File: config.mk
export PLATFORM = sky130hd
export DESIGN_NAME = rsc_top
export DESIGN_NICKNAME = d
export VERILOG_FILES = /design/src/hdl/rsc_pkg.sv /design/src/hdl/rsc_cause_capture.sv /design/src/hdl/rsc_top.sv /design/src/hdl/rsc_watchdog.sv
export SDC_FILE = /design/constraint.sdc
export NUM_CORES = 1
export LEC_CHECK = 0
export ABC_CLOCK_PERIOD_IN_PS = 2600
export BUFFER_PORTS_ARGS = -buffer_cell sky130_fd_sc_hd__buf_2
export CORE_UTILIZATION = 41
export DETAILED_ROUTE_END_ITERATION = 8
export GPL_TIMING_DRIVEN = 0
export SLEW_MARGIN = 20
export SYNTH_ARGS = -nofsm -noshare
export SYNTH_HDL_FRONTEND = slang
export SYNTH_HIERARCHICAL = 1
export SYNTH_SLANG_ARGS = --single-unit
File: constraint.sdc
create_clock -name clk -period 2.6 [get_ports clk]
set_input_delay 0.52 -clock clk [delete_from_list [all_inputs] [get_ports clk]]
set_output_delay 0.52 -clock clk [all_outputs]
set_load 0.05 [all_outputs]
File: src/hdl/rsc_pkg.sv
package rsc_pkg;

    // ==========================================================
    // Register port
    localparam int          ADDR_W          = 8;
    localparam int          DATA_W          = 8;
    localparam logic [7:0]  ADDR_CAUSE      = 8'h00;
    localparam logic [7:0]  ADDR_DBGFORCE   = 8'h01;
    localparam logic [7:0]  ADDR_OPTIONS    = 8'h02;
    localparam logic [7:0]  ADDR_EVSTAT     = 8'h03;
    localparam logic [7:0]  ADDR_EVMASK     = 8'h04;

    // ==========================================================
    // Reset cause flag positions
    localparam int          FLAG_POR        = 7;
    localparam int          FLAG_EXT        = 6;
    localparam int          FLAG_WDOG       = 5;
    localparam int          FLAG_ILLEGAL_OPCODE_FLAG       = 4;
    localparam int          FLAG_ILLEGAL_ADDRESS_FLAG       = 3;
    localparam int          FLAG_CLKGEN     = 2;
    localparam int          FLAG_LOWV       = 1;
    localparam logic [7:0]  FLAGS_POR_VALUE = 8'h82;
    localparam logic [7:0]  FLAGS_CLEAR     = 8'h00;

    // ==========================================================
    // Debugger force register
    localparam int          DBG_FORCE_BIT   = 0;

    // ==========================================================
    // Option register fields
    localparam int          OPT_WDOG_EN     = 0;
    localparam int          OPT_STOP_EN     = 1;
    localparam int          OPT_DEBUG_EN    = 2;
    localparam logic [2:0]  OPTIONS_RESET   = 3'h1;

    // ==========================================================
    // Event status and mask fields
    localparam int          EV_W            = 3;
    localparam int          EV_CAPTURE      = 0;
    localparam int          EV_SERVICE      = 1;
    localparam int          EV_DEBUG        = 2;
    localparam logic [2:0]  EV_RESET        = 3'h0;

    // ==========================================================
    // Timing
    localparam int          CLK_PERIOD_NS     = 50;
    localparam int          RESET_HOLD_NS     = 400;
    localparam int          RESET_HOLD_CYCLES = (RESET_HOLD_NS + CLK_PERIOD_NS - 1) / CLK_PERIOD_NS;
    localparam int          HOLD_W            = 4;
    localparam int          WDOG_W            = 16;
    localparam int          WDOG_TIMEOUT_DEF  = 8192;

    // ==========================================================
    // Reset sequencer states
    typedef enum logic {
        RSC_RUN,
        RSC_HOLD
    } rsc_seq_t;

endpackage

File: src/hdl/rsc_cause_capture.sv
`timescale 1ns/1ns
module rsc_cause_capture
    import rsc_pkg::*;
(
    // Clock and control
    input  wire logic       clk,
    input  wire logic       reset,
    input  wire logic       ce,
    // Capture strobe and sources
    input  wire logic       capture,
    input  wire logic       srcLowVoltage,
    input  wire logic       srcDebug,
    input  wire logic       srcExternal,
    input  wire logic       srcWatchdog,
    input  wire logic       srcIllegalOp,
    input  wire logic       srcClockGen,
    // Captured flags
    output logic [7:0]      flags_q
);

    logic [7:0] flags_d;

    // ==========================================================
    // Next flags for a captured reset
    always_comb begin
        flags_d = FLAGS_CLEAR;
        if (srcLowVoltage) begin
            flags_d[FLAG_POR]  = flags_q[FLAG_POR];
            flags_d[FLAG_LOWV] = 1'b1;
        end else if (srcDebug) begin
            flags_d = FLAGS_CLEAR;
        end else begin
            flags_d[FLAG_EXT]    = srcExternal;
            flags_d[FLAG_WDOG]   = srcWatchdog;
            flags_d[FLAG_ILLEGAL_OPCODE_FLAG]   = srcIllegalOp;
            flags_d[FLAG_CLKGEN] = srcClockGen;
        end
    end

    // ==========================================================
    // Flag register; power-on is this block's own reset
    always_ff @(posedge clk) begin
        if (reset) begin
            flags_q <= FLAGS_POR_VALUE;
        end else if (ce && capture) begin
            flags_q <= flags_d;
        end
    end

endmodule

File: src/hdl/rsc_top.sv
// Implementation choices: the address-and-strobe port and the placing of the registers.
`timescale 1ns/1ns
module rsc_top
    import rsc_pkg::*;
#(
    parameter int WDOG_TIMEOUT_CYCLES = WDOG_TIMEOUT_DEF
) (
    // Clock and control
    input  wire logic              clk,
    input  wire logic              reset,
    input  wire logic              ce,
    // Register port
    input  wire logic [ADDR_W-1:0] addr,
    input  wire logic [DATA_W-1:0] writeData,
    input  wire logic              writeStrobe,
    input  wire logic              readStrobe,
    output logic      [DATA_W-1:0] readData_q,
    // Reset sources
    input  wire logic              lowVoltageReset,
    input  wire logic              extResetN,
    input  wire logic              illegalAddress,
    input  wire logic              clockGenFail,
    // Opcode decoder
    input  wire logic              opcodeStrobe,
    input  wire logic              opcodeUnimplemented,
    input  wire logic              opcodeIsStop,
    input  wire logic              opcodeIsBackground,
    // System side
    output logic                   systemReset_q,
    output logic                   watchdogRestart_q,
    output logic                   watchdogTimeout,
    output logic      [7:0]        resetCauseFlags,
    output logic                   irq
);

    // ==========================================================
    // Declarations
    rsc_seq_t          seq_q;
    logic [HOLD_W-1:0] holdCount_q;
    logic [2:0]        options_q;
    logic              debugForce_q;
    logic [EV_W-1:0]   evStatus_q;
    logic [EV_W-1:0]   evMask_q;
    logic [EV_W-1:0]   evSet;
    logic [7:0]        flags;
    logic              wrCause;
    logic              wrDbg;
    logic              wrOptions;
    logic              wrMask;
    logic              rdEvStatus;
    logic              illegalOpcode;
    logic              srcExternal;
    logic              srcWatchdog;
    logic              anySource;
    logic              capture;
    logic              holdDone;
    logic              holdActive;
    logic              wdogEnable;
    logic [DATA_W-1:0] readMux;

    localparam logic [HOLD_W-1:0] HOLD_LAST = HOLD_W'(RESET_HOLD_CYCLES - 1);

    // ==========================================================
    // Register decode
    always_comb begin
        wrCause    = 1'b0;
        wrDbg      = 1'b0;
        wrOptions  = 1'b0;
        wrMask     = 1'b0;
        rdEvStatus = 1'b0;
        unique case (addr)
            ADDR_CAUSE: begin
                wrCause = writeStrobe;
            end
            ADDR_DBGFORCE: begin
                wrDbg = writeStrobe;
            end
            ADDR_OPTIONS: begin
                wrOptions = writeStrobe;
            end
            ADDR_EVSTAT: begin
                rdEvStatus = readStrobe;
            end
            ADDR_EVMASK: begin
                wrMask = writeStrobe;
            end
            default: begin
                // Unmapped: no strobe reaches any register
            end
        endcase
    end

    // ==========================================================
    // Illegal opcode detection
    // Stop and background are legal only while their enables are set
    always_comb begin
        illegalOpcode = 1'b0;
        if (opcodeStrobe) begin
            if (opcodeUnimplemented) begin
                illegalOpcode = 1'b1;
            end
            if (opcodeIsStop && !options_q[OPT_STOP_EN]) begin
                illegalOpcode = 1'b1;
            end
            if (opcodeIsBackground && !options_q[OPT_DEBUG_EN]) begin
                illegalOpcode = 1'b1;
            end
        end
    end

    // ==========================================================
    // Reset source gathering
    assign srcExternal = !extResetN;
    assign wdogEnable  = options_q[OPT_WDOG_EN];
    assign srcWatchdog = watchdogTimeout && wdogEnable;

    assign anySource = lowVoltageReset
                     || srcExternal
                     || srcWatchdog
                     || illegalOpcode
                     || illegalAddress
                     || clockGenFail
                     || debugForce_q;

    // Sources are sampled only on entry; later ones during the hold are not flagged
    assign capture  = (seq_q == RSC_RUN) && anySource;
    assign holdDone = (holdCount_q == HOLD_LAST) && !srcExternal && !lowVoltageReset;
    assign holdActive = (seq_q == RSC_HOLD) && !holdDone;

    // ==========================================================
    // Reset sequencer
    always_ff @(posedge clk) begin
        if (reset) begin
            seq_q       <= RSC_RUN;
            holdCount_q <= '0;
        end else if (ce) begin
            unique case (seq_q)
                RSC_RUN: begin
                    holdCount_q <= '0;
                    if (anySource) begin
                        seq_q <= RSC_HOLD;
                    end
                end
                RSC_HOLD: begin
                    if (holdCount_q != HOLD_LAST) begin
                        holdCount_q <= holdCount_q + 1'b1;
                    end
                    if (holdDone) begin
                        seq_q <= RSC_RUN;
                    end
                end
            endcase
        end
    end

    // Held reset toward the rest of the chip
    always_ff @(posedge clk) begin
        if (reset) begin
            systemReset_q <= 1'b1;
        end else if (ce) begin
            systemReset_q <= capture || holdActive;
        end
    end

    // ==========================================================
    // Debugger forced reset
    // One-cycle request; it produces a reset but no flag
    always_ff @(posedge clk) begin
        if (reset) begin
            debugForce_q <= 1'b0;
        end else if (ce) begin
            debugForce_q <= 1'b0;
            if (wrDbg && writeData[DBG_FORCE_BIT]) begin
                debugForce_q <= 1'b1;
            end
        end
    end

    // ==========================================================
    // Option bits
    // Every captured reset returns them to defaults
    always_ff @(posedge clk) begin
        if (reset) begin
            options_q <= OPTIONS_RESET;
        end else if (ce) begin
            if (capture) begin
                options_q <= OPTIONS_RESET;
            end else if (wrOptions) begin
                options_q <= writeData[2:0];
            end
        end
    end

    // ==========================================================
    // Watchdog service
    // Writing the flag register services the watchdog and sets the service event; the flags are not written
    always_ff @(posedge clk) begin
        if (reset) begin
            watchdogRestart_q <= 1'b0;
        end else if (ce) begin
            watchdogRestart_q <= wrCause || capture;
        end
    end

    rsc_watchdog #(
        .TIMEOUT_CYCLES (WDOG_TIMEOUT_CYCLES)
    ) uWatchdog (
        .clk       (clk),
        .reset     (reset),
        .ce        (ce),
        .enable    (wdogEnable),
        .restart   (watchdogRestart_q),
        .timeout_q (watchdogTimeout)
    );

    // ==========================================================
    // Reset cause capture
    rsc_cause_capture uCapture (
        .clk           (clk),
        .reset         (reset),
        .ce            (ce),
        .capture       (capture),
        .srcLowVoltage (lowVoltageReset),
        .srcDebug      (debugForce_q),
        .srcExternal   (srcExternal),
        .srcWatchdog   (srcWatchdog),
        .srcIllegalOp  (illegalOpcode),
        .srcClockGen   (clockGenFail),
        .flags_q       (flags)
    );

    assign resetCauseFlags = {flags[7:1], 1'b0};

    // ==========================================================
    // Event status and mask
    always_comb begin
        evSet             = '0;
        evSet[EV_CAPTURE] = capture;
        evSet[EV_SERVICE] = wrCause;
        evSet[EV_DEBUG]   = debugForce_q;
    end

    // A set in the same cycle as the clearing read wins, so no event is lost
    for (genvar i = 0; i < EV_W; i++) begin : gEvent
        always_ff @(posedge clk) begin
            if (reset) begin
                evStatus_q[i] <= EV_RESET[i];
            end else if (ce) begin
                if (evSet[i]) begin
                    evStatus_q[i] <= 1'b1;
                end else if (rdEvStatus) begin
                    evStatus_q[i] <= 1'b0;
                end
            end
        end
    end

    always_ff @(posedge clk) begin
        if (reset) begin
            evMask_q <= EV_RESET;
        end else if (ce && wrMask) begin
            evMask_q <= writeData[EV_W-1:0];
        end
    end

    assign irq = |(evStatus_q & evMask_q);

    // ==========================================================
    // Read data, one cycle after the strobe
    always_comb begin
        readMux = '0;
        unique case (addr)
            ADDR_CAUSE:    readMux = resetCauseFlags;
            ADDR_DBGFORCE: readMux = '0;
            ADDR_OPTIONS:  readMux = {5'h00, options_q};
            ADDR_EVSTAT:   readMux = {5'h00, evStatus_q};
            ADDR_EVMASK:   readMux = {5'h00, evMask_q};
            default:       readMux = '0;
        endcase
    end

    always_ff @(posedge clk) begin
        if (reset) begin
            readData_q <= '0;
        end else if (ce) begin
            if (readStrobe) begin
                readData_q <= readMux;
            end else begin
                readData_q <= '0;
            end
        end
    end

endmodule

File: src/hdl/rsc_watchdog.sv
`timescale 1ns/1ns
module rsc_watchdog
    import rsc_pkg::*;
#(
    parameter int TIMEOUT_CYCLES = WDOG_TIMEOUT_DEF
) (
    // Clock and control
    input  wire logic clk,
    input  wire logic reset,
    input  wire logic ce,
    // Watchdog control
    input  wire logic enable,
    input  wire logic restart,
    // Timeout event
    output logic      timeout_q
);

    localparam logic [WDOG_W-1:0] LAST = WDOG_W'(TIMEOUT_CYCLES - 1);

    logic [WDOG_W-1:0] count_q;

    // ==========================================================
    // Counter
    // A disabled watchdog never counts, so it can never time out
    always_ff @(posedge clk) begin
        if (reset) begin
            count_q   <= '0;
            timeout_q <= 1'b0;
        end else if (ce) begin
            timeout_q <= 1'b0;
            if (restart || !enable) begin
                count_q <= '0;
            end else if (count_q == LAST) begin
                count_q   <= '0;
                timeout_q <= 1'b1;
            end else begin
                count_q <= count_q + 1'b1;
            end
        end
    end

endmodule

; Yosys cells after proc, flatten, opt, wreduce, memory -nomap -nowiden
; Index checks and enable logic that the tools add are counted.
[op_classes]
addsub = 2
n_eq_ne = 8
mux = 31
bitwise_logic = 3
reduce_logical = 37
[ops]
columns = operator, count
row1 = 16-bit two-way mux, 2
row2 = 8-bit case mux with 4 select lines, 1
row3 = 1-bit two-way mux, 20
row4 = 16-bit by 1-bit adder with 16-bit output (second input constant), 1
row5 = 16-bit by 13-bit equality test with 1-bit output (second input constant), 1
row6 = 8-bit by 2-bit equality test with 1-bit output (second input constant), 2
row7 = 2-bit AND reduction, 6
row8 = 1-bit logical AND, 10
row9 = 1-bit logical OR, 9
row10 = 3-bit two-way mux, 3
row11 = 8-bit by 1-bit equality test with 1-bit output (second input constant), 1
row12 = 8-bit by 3-bit equality test with 1-bit output (second input constant), 1
row13 = 8-bit logical NOT, 1
row14 = 8-bit two-way mux, 1
row15 = 4-bit case mux with 2 select lines, 1
row16 = 2-bit nonzero test, 4
row17 = 1-bit logical NOT, 6
row18 = 5-bit two-way mux, 1
row19 = 4-bit by 1-bit adder with 4-bit output (second input constant), 1
row20 = 4-bit by 3-bit equality test with 1-bit output (second input constant), 1
row21 = 4-bit two-way mux, 1
row22 = 4-bit by 3-bit != test with 1-bit output (second input constant), 1
row23 = 3-bit bitwise AND, 1
row24 = 3-bit OR reduction, 1
row25 = other kinds (3), 4
[totals]
ff_bits = 49
input_bits = 29
out_inout_bits = 20
word_cells = 96

; Logic depth before layout (Yosys ltp)
[depth]
ltp_word = 12
ltp_mapped = 7
mapped_depth_nobuf = 6

; Cells and area by module
; The synthesis kept the hierarchy.
[modules_own_cells]
columns = mod, instances, cells_per_inst, area_each_um2, seq_area_each_um2
row1 = rsc_top, 1, 152, 1300.0, 500.5
row2 = rsc_watchdog, 1, 116, 948.4, 340.3
row3 = rsc_cause_capture, 1, 27, 284.0, 120.1

; Least setup slack after synthesis
; Ideal clock, no wire load.
[synth_timing]
path_kind = input port to flip-flop
from = input port illegalAddress
to = register uCapture.flags_q[2]
setup_time_ps = 126
arrival_time_ps = 1891
required_time_ps = 2474
path_slack_ps = 583
cell_stages = 7
path_buffers = 1
cell_sequence = or3_1 -> or3_1 -> o21ai_1 -> inv_1 -> and2_1 -> clkbuf_1 -> mux2i_1
[synth_between]
elab_chain_len = 5
[synth_rtl]
columns = element, line_no
row1 = from (decl), rsc_top.sv:21  ; input wire logic illegalAddress,
row2 = 1-bit logical OR, rsc_top.sv:121  ; || illegalAddress
row3 = 1-bit logical OR, rsc_top.sv:122  ; || clockGenFail
row4 = 1-bit logical OR, rsc_top.sv:123  ; || debugForce_q;
row5 = 1-bit logical AND, rsc_top.sv:126  ; assign capture = (seq_q == RSC_RUN) && anySource;
row6 = named net capture, rsc_top.sv:55  ; logic capture;
row7 = 1-bit logical AND, rsc_cause_capture.sv:45  ; end else if (ce && capture) begin
row8 = to (signal assigned), rsc_cause_capture.sv:46  ; flags_q <= flags_d;
row9 = to (decl), rsc_cause_capture.sv:18  ; output logic [7:0] flags_q
; The timed path passes the listed nets, and every way through them passes these cells.
; A chain may end at the register's enable or synchronous reset.

; Worst setup path after layout
[layout_timing]
from = register debugForce_q
to = register uCapture.flags_q[6]
[layout_between]
elab_chain_len = 3
word_cells_on_any_way = 5
classes_between = mux: 2 / reduce/logical: 3
[layout_rtl]
columns = element, line_no
row1 = from (decl), rsc_top.sv:41  ; logic debugForce_q;
row2 = from (signal assigned), rsc_top.sv:170  ; debugForce_q <= 1'b0;
row3 = from (signal assigned), rsc_top.sv:172  ; debugForce_q <= 1'b0;
row4 = from (signal assigned), rsc_top.sv:174  ; debugForce_q <= 1'b1;
row5 = 1-bit logical OR, rsc_top.sv:123
row6 = 1-bit logical AND, rsc_top.sv:126
row7 = named net capture, rsc_top.sv:55
row8 = 1-bit logical AND, rsc_cause_capture.sv:45
; The timed path passes the listed nets, and every way through them passes these cells.

==> impl_metrics.env <==
export IMPL_cp_max_fo=7
export IMPL_cts_buffers=5
export IMPL_port_buffers=41
export IMPL_synth_avg_cell_area_um2=8.59
export IMPL_p_sw_uw=378
export IMPL_die_h_um=80.5
export IMPL_clock_latency_ns=0.30
export IMPL_synthCells=294
export IMPL_grt_max_degree=16
export IMPL_drc_errors=0
export IMPL_synth_warnings=6
export IMPL_seqPwrFrac_pct=54.2
export IMPL_power_density_nw_per_um2=480
export IMPL_end_kind="register"
export IMPL_ir_worst_vdd_uv=327
export IMPL_start_util_pct=42.6
export IMPL_cts_resized=0
export IMPL_outcome="finished clean"
export IMPL_p_leak_nw=1.08
export IMPL_comb_power_share_pct=12.2
export IMPL_core_area_um2=5920
export IMPL_rsz0062_at_grt="no"
export IMPL_drtIter0Drc=136
export IMPL_maxCapViolCount=0
export IMPL_critPathRequiredTime_ns=2.78
export IMPL_dpl_cell_count=410
export IMPL_hp_class="register to register"
export IMPL_die_w_um=80.5
export IMPL_final_setup_viol_count=0
export IMPL_cts_tree="done"
export IMPL_max_slew_margin_pct=55.2
export IMPL_grt_use_total_pct=21.0
export IMPL_drive_above_1_share_pct=20.1
export IMPL_skew_ns=0.0113
export IMPL_grt_pass1_wl_mm=10.3
export IMPL_place_congestion=0.874
export IMPL_globalRoute_totalOverflow=0
export IMPL_fmax_mhz=459
export IMPL_multiInputGateArea_um2=1430
export IMPL_finalSetupTns_ns=0
export IMPL_grt_pass1_vias=2105
export IMPL_die_area_um2=6480
export IMPL_crit_type="register to register"
export IMPL_nets=373
export IMPL_period_needed_ns=2.18
export IMPL_vias=2346
export IMPL_htreeDepth=2
export IMPL_cts_root_buf="clkbuf_8"
export IMPL_ant_nets=0
export IMPL_hold_violations=0
export IMPL_rows=28
export IMPL_swShare_pct=27.0
export IMPL_stdcell_count=418
export IMPL_path_clk_slew_ns=0.09
export IMPL_cts_buffer_depth=2
export IMPL_pin_count=49
export IMPL_routed_wl_mm=6.29
export IMPL_detail_route_wl_per_cell_um=15.0
export IMPL_cp_data_arrival_time_ns=2.36
export IMPL_syn2layout_area_growth_pct=15.4
export IMPL_ff_latch_area_um2=961
export IMPL_cts_setup_buffers=0
export IMPL_nFillCells=597
export IMPL_synth_nets=325
export IMPL_cts_sinks=48
export IMPL_vias_per_cell=5.61
export IMPL_total_power_mw=1.40
export IMPL_cp_start_kind="register"
export IMPL_maxSlewViolCount=0
export IMPL_min_period_over_period_pct=83.8
export IMPL_clock_power_share_pct=33.6
export IMPL_syn_area_um2=2520
export IMPL_worst_slew_pin_slew_ns=0.667
export IMPL_antenna_found_initial=0
export IMPL_antenna_cells=0
export IMPL_hold_buffers=0
export IMPL_intPower_mw=1.02
export IMPL_dp_hpwl_mm=4.75
export IMPL_drt_pass1_iterations=4
## through the flow
stage               hold slack (ns)  setup slack (ns)  area [um2]  utilization (%)
global placement              0.456             0.230        2820             47.7
floorplan                     0.444             0.583        2520                -
global route                  0.491             0.286        2910             49.2
finish                        0.470             0.422        2910             49.2
detailed placement            0.456             0.242        2820             47.7
CTS                           0.473             0.424        2910             49.2
## routing by layer
layer / up-vias / wire [um] / GRT usage (%)
met2: 56 / 2750 / 32.4
met3: 11 / 284 / 3.18
met5: - / 0 / 0
met4: 0 / 138 / 7.86
li1: 1190 / - / -
met1: 1089 / 3120 / 29.2
## power groups by stage
| stage | Combinational (mW) | Clock [mW] | Sequential [mW] |
|---|---|---|---|
| 2_1_floorplan | 0.0941 | 0 | 0.793 |
| 3_3_place_gp | 0.169 | 0 | 0.775 |
| 5_1_grt | 0.186 | 0.511 | 0.760 |
| 6_report | 0.171 | 0.470 | 0.758 |
| 4_1_cts | 0.171 | 0.481 | 0.758 |
| 3_5_place_dp | 0.171 | 0 | 0.776 |
## flip-flops by register name (all words and copies together) (netlist names)
| register | count |
|---|---|
| evStatus_q | 3 |
| uCapture/flags_q | 6 |
| holdCount_q | 4 |
| readData_q | 8 |
| seq_q | 1 |
| options_q | 3 |
| uWatchdog/timeout_q | 1 |
| debugForce_q | 1 |
| evMask_q | 3 |
| systemReset_q | 1 |
| watchdogRestart_q | 1 |
| uWatchdog/count_q | 16 |
## final timing paths
check | start | end | slack, ns | cells past startpoint
worst max-delay path | debugForce_q$_SDFFE_PP0P_ | uCapture/flags_q[6]$_SDFFE_PP0P_ | 0.42 | 7
worst min-delay path | readData_q[1]$_SDFFE_PP0P_ | readData_q[1]$_SDFFE_PP0P_ | 0.47 | 2
worst max register to register | debugForce_q$_SDFFE_PP0P_ | uCapture/flags_q[6]$_SDFFE_PP0P_ | 0.42 | 7
worst min register to register | readData_q[1]$_SDFFE_PP0P_ | readData_q[1]$_SDFFE_PP0P_ | 0.47 | 2
## layout by cell type (no fill, tap or decap), types with 3 or more instances in the layout
cell type / count
or3_1: 4
nand2b_1: 12
a22oi_1: 5
xor2_1: 3
and2_1: 4
nor3b_1: 3
o211ai_1: 3
nor3_1: 10
a31oi_1: 5
nor2_1: 21
o21ai_0: 4
clkbuf_1: 11
nand3_1: 7
dfxtp_1: 48
mux2i_1: 10
nor2b_1: 3
and3_1: 3
or4_1: 7
a21o_1: 3
buf_2: 43
nand3b_1: 5
nand2_1: 21
o31ai_1: 4
inv_1: 16
a21oi_1: 19
or4b_1: 5
clkbuf_8: 6
nand4_1: 12
## worst max-delay path: stages (launching register included)
cell      delay (ns)
dfxtp_1         0.38
or3_1           0.38
or3_1           0.36
o21ai_1         0.26
inv_1           0.15
and2_1          0.16
clkbuf_1        0.19
mux2i_1         0.16
## final cells by class
type	instances	area share, %
Sequential cell	48	33.0
Buffer	15	2.40
Tap cell	75	3.22
Timing Repair Buffer	41	7.04
Multi-Input combinational cell	215	49.2
Clock buffer	8	3.09
Inverter	16	2.06
No activity file was read; power rests on OpenSTA's default activity.
